### config.mk
export PLATFORM = sky130hd
export DESIGN_NAME = cds_clock_sleep
export DESIGN_NICKNAME = d
export VERILOG_FILES = /design/src/cds_pkg.sv /design/src/cds_clock_sleep.sv
export VERILOG_INCLUDE_DIRS = /design/src /design/src/src
export SDC_FILE = /design/constraint.sdc
export NUM_CORES = 1
export LEC_CHECK = 0
export ABC_CLOCK_PERIOD_IN_PS = 2300
export BUFFER_PORTS_ARGS = -buffer_cell sky130_fd_sc_hd__buf_2
export CAP_MARGIN = 20
export CORE_ASPECT_RATIO = 0.8
export CORE_MARGIN = 2
export CORE_UTILIZATION = 53
export DETAILED_ROUTE_END_ITERATION = 7
export PLACE_DENSITY = 0.79
export SLEW_MARGIN = 20
export SYNTH_ARGS = -nofsm -noshare
export SYNTH_HDL_FRONTEND = slang
export SYNTH_SLANG_ARGS = --single-unit
### constraint.sdc
create_clock -name mclk -period 2.3 [get_ports mclk]
set_clock_uncertainty 0.2 [all_clocks]
set_input_delay 0.345 -clock mclk [delete_from_list [all_inputs] [get_ports mclk]]
set_output_delay 0.345 -clock mclk [all_outputs]
set_load 0.05 [all_outputs]
### src/cds_regs.svh
`ifndef CDS_REGS_SVH
`define CDS_REGS_SVH

// Register offsets
`define CDS_LPC_OFFSET      8'h33
`define CDS_CDR_OFFSET      8'h61
// Divider register fields
`define CDS_UNLOCK_BIT      7
`define CDS_SEL_W           4
`define CDS_SEL_RESET       4'h0
`define CDS_SEL_FUSE_RESET  4'h3
`define CDS_SEL_MAX         4'h8
// Low-power register fields
`define CDS_ARM_BIT         0
`define CDS_MODE_LSB        1
`define CDS_LPC_RESET       8'h00
// Timing
`define CDS_UNLOCK_CYCLES   3'h4
`define CDS_WAKE_STALL      4'h4
`define CDS_STANDBY_WAKE    4'h6
`define CDS_STARTUP_CYCLES  4'h6

`endif

### src/cds_pkg.sv
package cds_pkg;
  typedef enum logic [2:0] {
    CDS_IDLE      = 3'b000,
    CDS_NOISE_RED = 3'b001,
    CDS_PWR_DOWN  = 3'b010,
    CDS_PWR_SAVE  = 3'b011,
    CDS_RSV4      = 3'b100,
    CDS_RSV5      = 3'b101,
    CDS_STANDBY   = 3'b110,
    CDS_EXT_STBY  = 3'b111
  } cds_mode_t;

  typedef enum logic [1:0] {
    CDS_RUN   = 2'b00,
    CDS_SLEEP = 2'b01,
    CDS_WAKE  = 2'b10
  } cds_state_t;
endpackage

### src/cds_clock_sleep.sv
`timescale 1ns/1ns
`include "cds_regs.svh"

// Contract
// - Unlock sets only when other bits zero
// - Unlock clears after four cycles or select write
// - Repeated unlock keeps original expiry
// - Divide by two to the code, max 256
// - Divided enable drives CPU and peripherals
// - Reset select from boot fuse
// - Any code writable after unlock
// - Sleep only when armed, chosen mode
// - Stall four cycles beyond startup on wake
// - Memories untouched across sleep
// - Reset during sleep restarts at vector
// - Low-power register at 0x33, layout, reset
// - Mode decode with two reserved codes
// - Idle halts only CPU and flash
// - Idle wakes on external or internal irq
// - Idle or noise mode starts conversion
// - Noise mode halts io, CPU, flash
// - Noise mode wakes only on listed events
// - New rate glitch-free, no faster step
// - Power-down stops every generated clock
// - Standby wakes in six cycles
module cds_clock_sleep
  import cds_pkg::*;
#(
  parameter int STARTUP_CYCLES = 6
)(
  // Clock and reset
  input  wire logic       mclk,
  input  wire logic       rst_n,
  // Configuration
  input  wire logic       boot_divide_by_eight_fuse,
  input  wire logic       converter_enabled,
  // Register port
  input  wire logic [7:0] reg_addr,
  input  wire logic [7:0] reg_wdata,
  input  wire logic       reg_wr,
  input  wire logic       reg_rd,
  output logic      [7:0] reg_rdata,
  // Core handshake
  input  wire logic       sleep_instr,
  input  wire logic       wake_irq_ext,
  input  wire logic       wake_irq_int,
  input  wire logic       wake_conv_done,
  input  wire logic       wake_reset_src,
  input  wire logic       wake_twi,
  input  wire logic       wake_timer2,
  input  wire logic       wake_mem_ready,
  input  wire logic       wake_level_irq_high,
  input  wire logic       wake_pin_change,
  input  wire logic       wake_watchdog,
  // Clock gates and status
  output logic            clk_cpu_en,
  output logic            clk_flash_en,
  output logic            clk_io_en,
  output logic            clk_adc_en,
  output logic            clk_asy_en,
  output logic            osc_en,
  output logic            core_stall,
  output logic            conv_start,
  output logic            sleeping
);

  initial
  begin
    // Start-up plus wake stall must fit the four-bit wake counter
    if (STARTUP_CYCLES < 1 || STARTUP_CYCLES > 11)
      $error("STARTUP_CYCLES out of range");
  end

  localparam logic [3:0] START_CNT = 4'(STARTUP_CYCLES);

  logic [3:0] sel_q;
  logic       unlock_q;
  logic [2:0] unlock_cnt_q;
  logic [2:0] mode_q;
  logic       arm_q;
  logic       boot_q;
  logic [7:0] div_cnt_q;
  logic       tick;
  cds_state_t state_q;
  cds_mode_t  slp_mode_q;
  logic [3:0] wake_cnt_q;
  logic       wr_cdr;
  logic       wr_lpc;
  logic       wake_ev;
  logic       sel_write;
  logic       unlock_write;

  assign wr_cdr       = reg_wr && reg_addr == `CDS_CDR_OFFSET;
  assign wr_lpc       = reg_wr && reg_addr == `CDS_LPC_OFFSET;
  assign unlock_write = wr_cdr && reg_wdata == 8'h80;
  assign sel_write    = wr_cdr && !reg_wdata[`CDS_UNLOCK_BIT];

  // Fuse sampled once after reset release
  always_ff @(posedge mclk)
  begin
    if (!rst_n)
      boot_q <= 1'b1;
    else
      boot_q <= 1'b0;
  end

  // Unlock window
  always_ff @(posedge mclk)
  begin
    if (!rst_n)
    begin
      unlock_q     <= 1'b0;
      unlock_cnt_q <= 3'h0;
    end
    else if (unlock_q)
    begin
      if (sel_write || unlock_cnt_q == `CDS_UNLOCK_CYCLES - 3'h1)
        unlock_q <= 1'b0;
      unlock_cnt_q <= unlock_cnt_q + 3'h1;
    end
    else if (unlock_write)
    begin
      unlock_q     <= 1'b1;
      unlock_cnt_q <= 3'h0;
    end
  end

  // Divider select
  always_ff @(posedge mclk)
  begin
    if (!rst_n)
      sel_q <= `CDS_SEL_RESET;
    else if (boot_q)
      sel_q <= boot_divide_by_eight_fuse ? `CDS_SEL_FUSE_RESET
                                         : `CDS_SEL_RESET;
    else if (sel_write && unlock_q)
      sel_q <= reg_wdata[3:0];
  end

  // Divider: tick when the low sel bits of counter wrap
  always_ff @(posedge mclk)
  begin
    if (!rst_n)
      div_cnt_q <= 8'h00;
    else
      div_cnt_q <= div_cnt_q + 8'h01;
  end

  always_comb
  begin
    logic [8:0] mask;
    mask = 9'h0;
    if (sel_q <= `CDS_SEL_MAX)
      mask = (9'h001 << sel_q) - 9'h001;
    else
      mask = 9'h0FF;
    // Tick only on counter alignment: glitch-free, never faster
    tick = (div_cnt_q & mask[7:0]) == mask[7:0];
  end

  // Low-power control register
  always_ff @(posedge mclk)
  begin
    if (!rst_n)
    begin
      mode_q <= 3'h0;
      arm_q  <= 1'b0;
    end
    else if (wr_lpc)
    begin
      mode_q <= reg_wdata[3:1];
      arm_q  <= reg_wdata[`CDS_ARM_BIT];
    end
  end

  // Read port
  always_ff @(posedge mclk)
  begin
    if (!rst_n)
      reg_rdata <= 8'h00;
    else if (reg_rd && reg_addr == `CDS_LPC_OFFSET)
      reg_rdata <= {4'h0, mode_q, arm_q};
    else if (reg_rd && reg_addr == `CDS_CDR_OFFSET)
      reg_rdata <= {unlock_q, 3'h0, sel_q};
    else
      reg_rdata <= 8'h00;
  end

  // Wake decode per mode
  always_comb
  begin
    wake_ev = wake_reset_src || wake_twi || wake_level_irq_high ||
              wake_pin_change || wake_watchdog;
    unique case (slp_mode_q)
      CDS_IDLE:      wake_ev = wake_ev || wake_irq_ext || wake_irq_int ||
                               wake_conv_done || wake_timer2 ||
                               wake_mem_ready;
      CDS_NOISE_RED: wake_ev = wake_ev || wake_conv_done || wake_timer2 ||
                               wake_mem_ready;
      CDS_PWR_SAVE,
      CDS_EXT_STBY:  wake_ev = wake_ev || wake_timer2;
      default:       wake_ev = wake_ev;
    endcase
  end

  // Sleep sequencer; registers and memories are never touched here
  always_ff @(posedge mclk)
  begin
    if (!rst_n)
    begin
      state_q    <= CDS_RUN;
      slp_mode_q <= CDS_IDLE;
      wake_cnt_q <= 4'h0;
    end
    else
    begin
      unique case (state_q)
        CDS_RUN:
          if (sleep_instr && arm_q && mode_q != 3'b100 &&
              mode_q != 3'b101)
          begin
            state_q    <= CDS_SLEEP;
            slp_mode_q <= cds_mode_t'(mode_q);
          end
        CDS_SLEEP:
          if (wake_ev)
          begin
            state_q <= CDS_WAKE;
            if (slp_mode_q == CDS_STANDBY || slp_mode_q == CDS_EXT_STBY)
              wake_cnt_q <= `CDS_STANDBY_WAKE + `CDS_WAKE_STALL;
            else
              wake_cnt_q <= START_CNT + `CDS_WAKE_STALL;
          end
        CDS_WAKE:
          if (wake_cnt_q == 4'h1)
            state_q <= CDS_RUN;
          else
            wake_cnt_q <= wake_cnt_q - 4'h1;
        default:
          state_q <= CDS_RUN;
      endcase
    end
  end

  // Clock gating outputs, all registered
  always_ff @(posedge mclk)
  begin
    if (!rst_n)
    begin
      clk_cpu_en   <= 1'b0;
      clk_flash_en <= 1'b0;
      clk_io_en    <= 1'b0;
      clk_adc_en   <= 1'b0;
      clk_asy_en   <= 1'b0;
      osc_en       <= 1'b1;
      core_stall   <= 1'b0;
      sleeping     <= 1'b0;
    end
    else
    begin
      sleeping   <= state_q == CDS_SLEEP;
      core_stall <= state_q != CDS_RUN;
      if (state_q == CDS_SLEEP)
      begin
        clk_cpu_en   <= 1'b0;
        clk_flash_en <= 1'b0;
        clk_io_en    <= tick && slp_mode_q == CDS_IDLE;
        clk_adc_en   <= tick && slp_mode_q <= CDS_NOISE_RED;
        clk_asy_en   <= slp_mode_q == CDS_IDLE ||
                        slp_mode_q == CDS_NOISE_RED ||
                        slp_mode_q == CDS_PWR_SAVE ||
                        slp_mode_q == CDS_EXT_STBY;
        osc_en       <= slp_mode_q != CDS_PWR_DOWN &&
                        slp_mode_q != CDS_PWR_SAVE;
      end
      else
      begin
        clk_cpu_en   <= tick && state_q == CDS_RUN;
        clk_flash_en <= tick && state_q == CDS_RUN;
        clk_io_en    <= tick;
        clk_adc_en   <= tick;
        clk_asy_en   <= 1'b1;
        osc_en       <= 1'b1;
      end
    end
  end

  // Conversion start on entry to idle or noise mode
  always_ff @(posedge mclk)
  begin
    if (!rst_n)
      conv_start <= 1'b0;
    else
      conv_start <= state_q == CDS_RUN && sleep_instr && arm_q &&
                    converter_enabled &&
                    (mode_q == 3'b000 || mode_q == 3'b001);
  end

  a_unlock_expiry: assert property (@(posedge mclk) disable iff (!rst_n)
    $rose(unlock_q) |-> ##[1:4] !unlock_q)
    else $error("unlock window too long");

  a_unlock_set: assert property (@(posedge mclk) disable iff (!rst_n)
    $rose(unlock_q) |-> $past(unlock_write))
    else $error("unlock set without clean write");

  a_sel_locked: assert property (@(posedge mclk) disable iff (!rst_n)
    (!unlock_q && !boot_q) |=> $stable(sel_q))
    else $error("select changed while locked");

  a_unarmed_no: assert property (@(posedge mclk) disable iff (!rst_n)
    (state_q == CDS_RUN && sleep_instr && !arm_q) |=> state_q == CDS_RUN)
    else $error("slept while unarmed");

  a_reserved_no: assert property (@(posedge mclk) disable iff (!rst_n)
    (state_q == CDS_RUN && (mode_q == 3'b100 || mode_q == 3'b101))
    |=> state_q == CDS_RUN)
    else $error("slept on reserved code");

  a_wake_stall: assert property (@(posedge mclk) disable iff (!rst_n)
    (state_q == CDS_SLEEP && wake_ev && slp_mode_q == CDS_STANDBY)
    |=> (state_q == CDS_WAKE)[*8] ##1 (state_q == CDS_WAKE)
    ##1 (state_q == CDS_WAKE) ##1 state_q == CDS_RUN)
    else $error("standby wake length wrong");

  a_idle_gate: assert property (@(posedge mclk) disable iff (!rst_n)
    (state_q == CDS_SLEEP) |=> !clk_cpu_en && !clk_flash_en)
    else $error("cpu clock ran in sleep");

  a_pd_osc: assert property (@(posedge mclk) disable iff (!rst_n)
    (state_q == CDS_SLEEP && slp_mode_q == CDS_PWR_DOWN)
    |=> !osc_en && !clk_asy_en && !clk_io_en)
    else $error("power-down left a clock on");

  a_fuse_reset: assert property (@(posedge mclk) disable iff (!rst_n)
    boot_q |=> sel_q == (boot_divide_by_eight_fuse ? 4'h3 : 4'h0))
    else $error("fuse reset value wrong");

endmodule // cds_clock_sleep

==> flow_summary.ini, run 1 <==
[clock_tree]
cts.sinks = 43
cts-root-buf = clkbuf_8
tritoncts = done
cts_buffers = 5
cts_setup_buffers = 0
clk_latency_ns = 0.30
cts_buffer_depth = 2
cts_resized = 0
postCtsHoldBufs = 0
htree_levels = 2
clk_pin_slew_ns = 0.08

[drt]
first_pass_iters = 4
topRoutingLayerUsed = met4
wl_met3_um = 211
dr_wl_met2_um = 1900
drc_errors = 0
wl_per_cell_um = 13.2
wl_met1_um = 2010
drtAntennaViolNets = 0
drt_iter0_markers = 115
via_count = 1736
drt_wl_total_um = 4180
viasPerCell = 5.48

[pwr]
pwr-share-clk_pct = 33.3
comb_power_share_pct = 11.0
p_total_mw = 1.38
netSwitchingFraction_pct = 25.6
p_int_mw = 1.02
sequentialPowerShare_pct = 55.7
p_leak_nw = 1.08
power_switching_mw = 0.353
ir_drop_uv = 398
p_per_area_nw_per_um2 = 579

[synthesis]
ys_types = 46
ys_seq_area_share_pct = 42.2
synth.yosys.warnings = 0
syn_area_sq_um = 2040
syn_area_per_cell_sq_um = 9.04
synthFlopType = dfxtp_1
ys_async_sr_fraction_pct = 0
synth_enable_flop_cells = 0
synth_top_area_cell = dfxtp_1
synth_top_area_share_pct = 42.2
ys_ff_latch = 43
syn_inst = 226
yosys-top-cells-area = dfxtp_1, mux2i_1, nor2_1, a21oi_1, ha_1

[global_route]
grt_overflow = 0
grt_pass1_wl_um = 7040
grt_max_degree = 15
antenna_found_initial = 0
grt_pass1_vias = 1564
grt_use_total_pct = 21.3

[layout]
layout-drive-gt1-share_pct = 25.3
diodes = 0
fin_area_sq_um = 2370
fin_cells = 317
syn_to_final_growth_pct = 16.3
num-nets-final = 311
fillCellCount = 348

[worst_setup_path]
cp_data_arrival_time_ns = 2.12
regToRegStartpoint = sel_q[0]
worstSetupPathType = register to register
required_ns = 2.32
startpoint_type = register
r2r_cells = 8
worst-path-max-fanout = 9
startpoint = sel_q[0]
end_kind = register

[place]
dp_hpwl_um = 3150
dpl-instance-area_sq_um = 2290
port-buffer-count = 46
placed_cells = 309
gp_congestion = 0.914

[die]
boundaryPins = 50
initial_core_util_pct = 54.4
die_w_um = 73.4
dieArea_sq_um = 4370
die_height_um = 59.5
rows = 20
core_area_sq_um = 3750

[timing]
slew_violations = 0
fin_crit_sh_pct = 91.4
setup_viol = 0
rsz0062_at_grt = no
hold_viol = 0
max_clock_freq_ghz = 0.476
min_period_ns = 2.10
setup_tns_ns = 0

[worst_hold_path]
min_from = converter_enabled
hp-class = primary input to register
hold_depth = 3

[outcome]
outcome = finished, final reports clean

[flow_run]
maxCapViolations = 0
[worst max-delay path, stage by stage, from the launching register on]
cell and delay, ns:
dfxtp_1 0.48, nor2_1 0.12, nand2_1 0.09, ha_2 0.27
and3b_1 0.17, o21ai_0 0.10, a22oi_1 0.24, nand4b_1 0.19
nor3_1 0.17
[routing by layer]
metal  vias to the layer above  track usage (%)
met5                         -                0
met4                         0             8.57
met3                         7             4.93
met2                        49             32.7
met1                       802             29.1
li1                        878                -
[sequential cells by signal (all words and copies together) (netlist names)]
register      flops
div_cnt_q         8
reg_rdata         5
sel_q             4
wake_cnt_q        4
mode_q            3
slp_mode_q        3
unlock_cnt_q      3
state_q           2
arm_q             1
boot_q            1
clk_adc_en        1
clk_asy_en        1
clk_flash_en      1
clk_io_en         1
conv_start        1
core_stall        1
osc_en            1
sleeping          1
unlock_q          1
[final timing paths]
check	end	slack, ns
setup / recovery	clk_flash_en	0.20
hold / removal	conv_start	0.09
setup reg to reg	clk_flash_en	0.20
hold reg to reg	div_cnt_q[0]	0.27
[stage by stage]
stage / hold WS, ns / setup WS [ns] / utilization [%]
detailed placement: 0.247 / 0.209 / 61.0
finish: 0.0917 / 0.199 / 63.3
CTS: 0.0859 / 0.205 / 63.2
floorplan: 0.220 / 0.317 / -
global placement: 0.248 / 0.323 / 61.0
global route: 0.0978 / 0.0766 / 63.3
[placed cells by master (no fill, tap or decap), types with 2 or more instances in the layout]
cell,Yosys,final
nor2_1,32,32
a311oi_1,2,2
conb_1,1,3
nor2b_1,3,3
a211oi_1,3,3
and3_1,8,8
nor4_1,3,3
a22oi_1,5,5
clkinv_2,0,3
buf_4,4,5
and2_1,3,3
o21ai_0,4,4
nand2_1,11,11
nor4b_1,2,2
nand2b_1,2,2
clkbuf_8,1,5
xor2_1,5,5
a21oi_1,16,16
nand3b_1,5,5
buf_2,5,46
o21bai_1,2,2
nand3_1,7,7
nor3_1,6,6
inv_1,7,7
xnor2_1,2,2
a21o_1,2,2
and3b_1,3,3
ha_1,6,5
mux2i_1,13,13
dfxtp_1,43,43
[Yosys cell counts, types with 5 or more instances]
| cell | n |
|---|---|
| dfxtp_1 | 43 |
| nor2_1 | 32 |
| a21oi_1 | 16 |
| mux2i_1 | 13 |
| nand2_1 | 11 |
| and3_1 | 8 |
| inv_1 | 7 |
| nand3_1 | 7 |
| ha_1 | 6 |
| nor3_1 | 6 |
| a22oi_1 | 5 |
| buf_2 | 5 |
| nand3b_1 | 5 |
| xor2_1 | 5 |
[cell type report]
cell class / count / area, sq um / share of cell area [%]
Clock inverter: 3 / 15.0 / 0.632
Timing Repair Buffer: 51 / 268 / 11.3
Multi-Input combinational cell: 163 / 1080 / 45.4
Inverter: 8 / 30.0 / 1.26
Tap cell: 44 / 55.1 / 2.32
Sequential cell: 43 / 861 / 36.2
Clock buffer: 5 / 68.8 / 2.90
[power by group through the flow]
stage                     clock network, mW  registers [mW]  logic, mW
after detailed placement                  0           0.784      0.149
after CTS                             0.469           0.767      0.149
after floorplan                           0           0.798     0.0888
after global routing                  0.504           0.768      0.165
final                                 0.458           0.767      0.152
after global placement                    0           0.784      0.146
[cell families (layout without fill, tap and decap cells)]
kind of cell / Yosys count / count (layout) / synth area share [%]
muxes: 13 / 13 / 6.37
adders and majority gates: 6 / 6 / 3.68
and+or+nand+nor: 94 / 94 / 25.5
AOI/OAI and AO/OA: 40 / 40 / 13.5
other: 1 / 3 / 0.184
buffers and inverters: 22 / 67 / 5.58
DFF: 43 / 43 / 42.2
xor gates and xnor gates: 7 / 7 / 3.00
(Power assumes the default switching activity.)
==> inputs of run 2 (changes only) <==
BUFFER_PORTS_ARGS = default   (was -buffer_cell sky130_fd_sc_hd__buf_2)
CORE_UTILIZATION = 62   (was 53)
CTS_CLUSTER_SIZE = 30   (was default)
DONT_BUFFER_PORTS = 1   (was default)
PLACE_DENSITY = 0.78   (was 0.79)
==> run 2 against run 1 <==
Compared with the run above:
- hold slack worse by 0.084 ns
- first-iteration DRC count down 21%
- worst setup slack worse by 0.0060 ns
- total power down 1.7%
- non-clock buffer count down 42
- routed wire length up 0.31%
- global-route usage up 2.9 points
- cell count down 15%
- clock-buffer cell count up 1
- core utilization up 7.0 points
- critical path depth unchanged
==> flow_summary.ini, run 2 (synthesized netlist as in run 1, its figures left out) <==
[layout]
fillCellCount = 255
syn_to_final_growth_pct = 6.92
fin_area_sq_um = 2180
diodes = 0
regMostFlops = div_cnt_q
layout-drive-gt1-share_pct = 9.09
largest_reg_flops = 8
reg.largest.list = div_cnt_q (8), reg_rdata (5)
final_cell_mix = dfxtp_1, nor2_1, a21oi_1
num-nets-final = 269
layout_commonest_cell = dfxtp_1

[clock_tree]
cts-root-buf = clkbuf_8
clk_latency_ns = 0.30
cts_buffers = 5
htree_levels = 2
tritoncts = done
clk_pin_slew_ns = 0.08
cts.sinks = 43
cts_buffer_depth = 2
cts_setup_buffers = 0

[timing]
setup_tns_ns = 0
max_clock_freq_ghz = 0.475
fin_crit_sh_pct = 91.6
slew_violations = 0
hold_viol = 0
setup_viol = 0
layout_setup_ws_ns = 0.193
rsz0062_at_grt = no
min_period_ns = 2.11

[die]
dieArea_sq_um = 3770
die_height_um = 55.3
die_w_um = 68.2
boundaryPins = 50
core_area_sq_um = 3110
initial_core_util_pct = 65.7
rows = 18

[global_route]
grt_pass1_vias = 1552
grt_pass1_wl_um = 6930
antenna_found_initial = 0
grt_max_degree = 20
grt_use_total_pct = 24.2
grt_overflow = 0

[place]
gp_congestion = 0.830
dp_hpwl_um = 3030
place_ws_ns = 0.183
port-buffer-count = 0
dpl-instance-area_sq_um = 2050

[worst_setup_path]
required_ns = 2.33
crit_path_cell_trace = nor2_2 -> nand3b_1 -> ha_1 -> and3b_1 -> o21ai_0 -> a22oi_1 -> nand4b_1 -> nor3_1
critPathMaxStageDelay_ns = 0.51
end_kind = register
crit_slowest_cell = dfxtp_1
cp_data_arrival_time_ns = 2.14
worstSetupPathType = register to register
worst-path-max-fanout = 9
startpoint_type = register

[pwr]
p_leak_nw = 0.887
ir_drop_uv = 631
p_per_area_nw_per_um2 = 620

[drt]
drt_wl_total_um = 4190
drtAntennaViolNets = 0
viasPerCell = 5.97
wl_per_cell_um = 15.5
drt_iter0_markers = 91
via_count = 1619
first_pass_iters = 7
drc_errors = 0

[flow_run]
maxCapViolations = 0

[worst_hold_path]
hp-class = primary input to register

[outcome]
outcome = finished, final reports clean
run 2: cell types whose count changed in the layout (fill, tap and decap cells not counted):
cell           change
dlygate4sd3_1      +5
clkinv_2           -2
ha_2               -1
buf_4              -1
ha_1               +1
clkinvlp_4         +1
nor2_1             -1
nor2_2             +1
buf_2             -46
clkbuf_1           +1
run 2: final cells by class:
class,count,area (sq um),area share (%)
Clock buffer,6,72.6,3.32
Timing Repair Buffer,9,80.1,3.67
Sequential cell,43,861,39.4
Tap cell,40,50.0,2.29
Multi-Input combinational cell,163,1080,49.3
Clock inverter,2,12.5,0.573
Inverter,8,30.0,1.38
run 2: layer usage:
| metal | vias up | GRT usage [%] | share of wire (%) |
|---|---|---|---|
| li1 | 793 | - | - |
| met1 | 755 | 31.2 | 45 |
| met2 | 54 | 35.8 | 46 |
| met3 | 17 | 7.33 | 6.7 |
| met4 | 0 | 12.9 | 3.0 |
| met5 | - | 0 | 0 |
run 2: power breakdown:
part	total, mW	leakage, nW	switching (mW)	internal, mW
clock network	0.463	0.0412	0.251	0.212
logic	0.110	0.497	0.0681	0.0420
registers	0.780	0.348	0.0235	0.756
total	1.35	0.887	0.342	1.01
run 2: worst max-delay path, delay by kind of cell, from the launching register on:
family | cells | cell delay (ns)
adders and majority gates | 1 | 0.32
AOI/OAI and AO/OA | 2 | 0.28
and+or+nand+nor | 5 | 0.72
DFF | 1 | 0.51
run 2: per-stage QoR:
stage               hold WS (ns)  instances  utilization (%)  power [mW]
floorplan                  0.220        228                -       0.887
global placement           0.249        258             65.8       0.890
detailed placement         0.270        258             65.8       0.896
CTS                      0.00422        271             70.2        1.36
global route             0.00520        271             70.2        1.41
finish                   0.00802        271             70.2        1.35
run 2: path summary, 6_finish.rpt:
kind / startpoint / slack (ns) / depth (start not counted) / to
max reg2reg: sel_q[3] / 0.19 / 8 / clk_flash_en
min: reg_wdata[0] / 0.008 / 2 / arm_q
max: sel_q[3] / 0.19 / 8 / clk_flash_en
min reg2reg: div_cnt_q[0] / 0.28 / 1 / div_cnt_q[0]
run 2: timing repair:
action | CTS | global route
hold endpoints to repair | 10 | 0
setup endpoints to repair | 0 | 1
hold buffers | 5 | 0
gates resized for setup | 0 | 1
==> inputs of run 3 (changes only) <==
MAX_ROUTING_LAYER = met4   (was default)
SETUP_SLACK_MARGIN = 0.3   (was default)
==> run 3 against run 2 <==
Compared with the run above:
- worst setup slack improved by 0.13 ns
- critical endpoint unchanged
- clock power hardly changed
- via count fell by 0.25%
- fmax up 6.7%
- largest cell class unchanged
- non-clock buffer count unchanged
- register-to-register slack better by 0.13 ns
- highest routed layer unchanged
==> flow_summary.ini, run 3 (synthesized netlist as in run 1, its figures left out) <==
[outcome]
outcome = finished, final reports clean

[pwr]
comb_power_share_pct = 8.9
p_leak_nw = 0.893
p_per_area_nw_per_um2 = 613
p_int_mw = 1.02
ir_drop_uv = 630
power_switching_mw = 0.345
sequentialPowerShare_pct = 57.3
pwr-share-clk_pct = 33.8
netSwitchingFraction_pct = 25.3

[global_route]
grt_pass1_vias = 1532
use_met1_pct = 31.3
grt_pass1_wl_um = 6910
grt_use_total_pct = 24.8
met2_usage_pct = 36.2
grt_max_degree = 20
grt_use_met3_pct = 8.35
grt-busiest-layer = met2
grt_overflow = 0
antenna_found_initial = 0

[flow_run]
maxCapViolations = 0

[place]
place_ws_ns = 0.183
gp_congestion = 0.843
dp_hpwl_um = 3030
port-buffer-count = 0

[drt]
drt_wl_total_um = 4280
wl_per_cell_um = 15.8
via_count = 1615
drc_errors = 0
drt_iter0_markers = 91
first_pass_iters = 4
viasPerCell = 5.96
drtAntennaViolNets = 0

[die]
die_height_um = 55.3
boundaryPins = 50
initial_core_util_pct = 65.7
core_area_sq_um = 3110
die_w_um = 68.2
rows = 18
dieArea_sq_um = 3770

[worst_setup_path]
end_kind = register
cp_data_arrival_time_ns = 1.96
crit_path_cell_trace = nor2_4 -> nand3b_1 -> ha_4 -> and3b_1 -> o21ai_0 -> a22oi_1 -> nand4b_1 -> nor3_1
worstSetupPathType = register to register
startpoint_type = register
critPathMaxStageDelay_ns = 0.39
required_ns = 2.28
crit_slowest_cell = dfxtp_4
worst-path-max-fanout = 9

[layout]
syn_to_final_growth_pct = 8.76
regMostFlops = div_cnt_q
num-nets-final = 269
reg.largest.list = div_cnt_q (8), reg_rdata (5)
diodes = 0
final_cell_mix = dfxtp_1, nor2_1, a21oi_1
fillCellCount = 252
layout-drive-gt1-share_pct = 11.7
layout_commonest_cell = dfxtp_1
largest_reg_flops = 8

[timing]
max_clock_freq_ghz = 0.506
layout_setup_ws_ns = 0.325
rsz0062_at_grt = yes
setup_viol = 0
slew_violations = 0
hold_viol = 0
min_period_ns = 1.98
fin_crit_sh_pct = 85.9
setup_tns_ns = 0

[clock_tree]
clk_latency_ns = 0.29
cts-root-buf = clkbuf_8
cts.sinks = 43
htree_levels = 2
cts_setup_buffers = 0
cts_buffers = 5
clk_pin_slew_ns = 0.08
cts_buffer_depth = 2
tritoncts = done

[worst_hold_path]
hp-class = primary input to register
## run 3: worst paths after layout
path | startpoint | end | slack [ns] | depth (start not counted)
setup / recovery | sel_q[3] | clk_flash_en | 0.32 | 8
hold / removal | reg_wdata[0] | arm_q | 0.02 | 2
setup reg to reg | sel_q[3] | clk_flash_en | 0.32 | 8
hold reg to reg | div_cnt_q[0] | div_cnt_q[0] | 0.28 | 1
## run 3: worst max-delay path: cells and delay by family (launching register included)
kind | cells | cell delay (ns)
AND/OR/NAND/NOR | 5 | 0.68
flip-flops | 1 | 0.39
AO/OA/AOI/OAI | 2 | 0.38
adder cells (fa/ha/maj) | 1 | 0.22
## run 3: layout make-up
cell class | count | area, sq um | share of cell area, %
clock buffers | 6 | 72.6 | 3.27
clock inverters | 2 | 12.5 | 0.563
inverters | 8 | 30.0 | 1.35
multi-input cells | 163 | 1110 | 49.9
flip-flops and latches | 43 | 867 | 39.0
well taps | 40 | 50.0 | 2.25
repair buffers | 9 | 80.1 | 3.61
## run 3: what timing repair did
item | CTS | global route
hold buffers | 5 | 0
setup endpoints to repair | 3 | 3
endpoints found under the hold margin | 10 | 0
gates resized for setup | 3 | 8
cloned | 0 | 0
pin swaps | 0 | 1
## run 3: per-layer routing
layer | up-vias | wire length (um)
met3 | 12 | 244
met4 | 0 | 93
met1 | 751 | 1920
met2 | 56 | 2020
li1 | 796 | -
met5 | - | 0
## run 3: power groups by stage
| stage | Sequential [mW] | Clock (mW) | Combinational [mW] |
|---|---|---|---|
| after floorplan | 0.798 | 0 | 0.0888 |
| after global placement | 0.797 | 0 | 0.0932 |
| after detailed placement | 0.798 | 0 | 0.0989 |
| after global routing | 0.782 | 0.509 | 0.131 |
| after CTS | 0.780 | 0.475 | 0.110 |
| final | 0.780 | 0.460 | 0.121 |
## run 3: metrics by stage
| stage | power, mW | hold WS, ns | area, sq um | utilization (%) | cells |
|---|---|---|---|---|---|
| floorplan | 0.887 | 0.220 | 2050 | - | 228 |
| global placement | 0.890 | 0.249 | 2050 | 65.8 | 258 |
| detailed placement | 0.896 | 0.270 | 2050 | 65.8 | 258 |
| CTS | 1.36 | 0.00422 | 2190 | 70.4 | 271 |
| global route | 1.42 | 0.00166 | 2220 | 71.5 | 271 |
| finish | 1.36 | 0.0153 | 2220 | 71.5 | 271 |
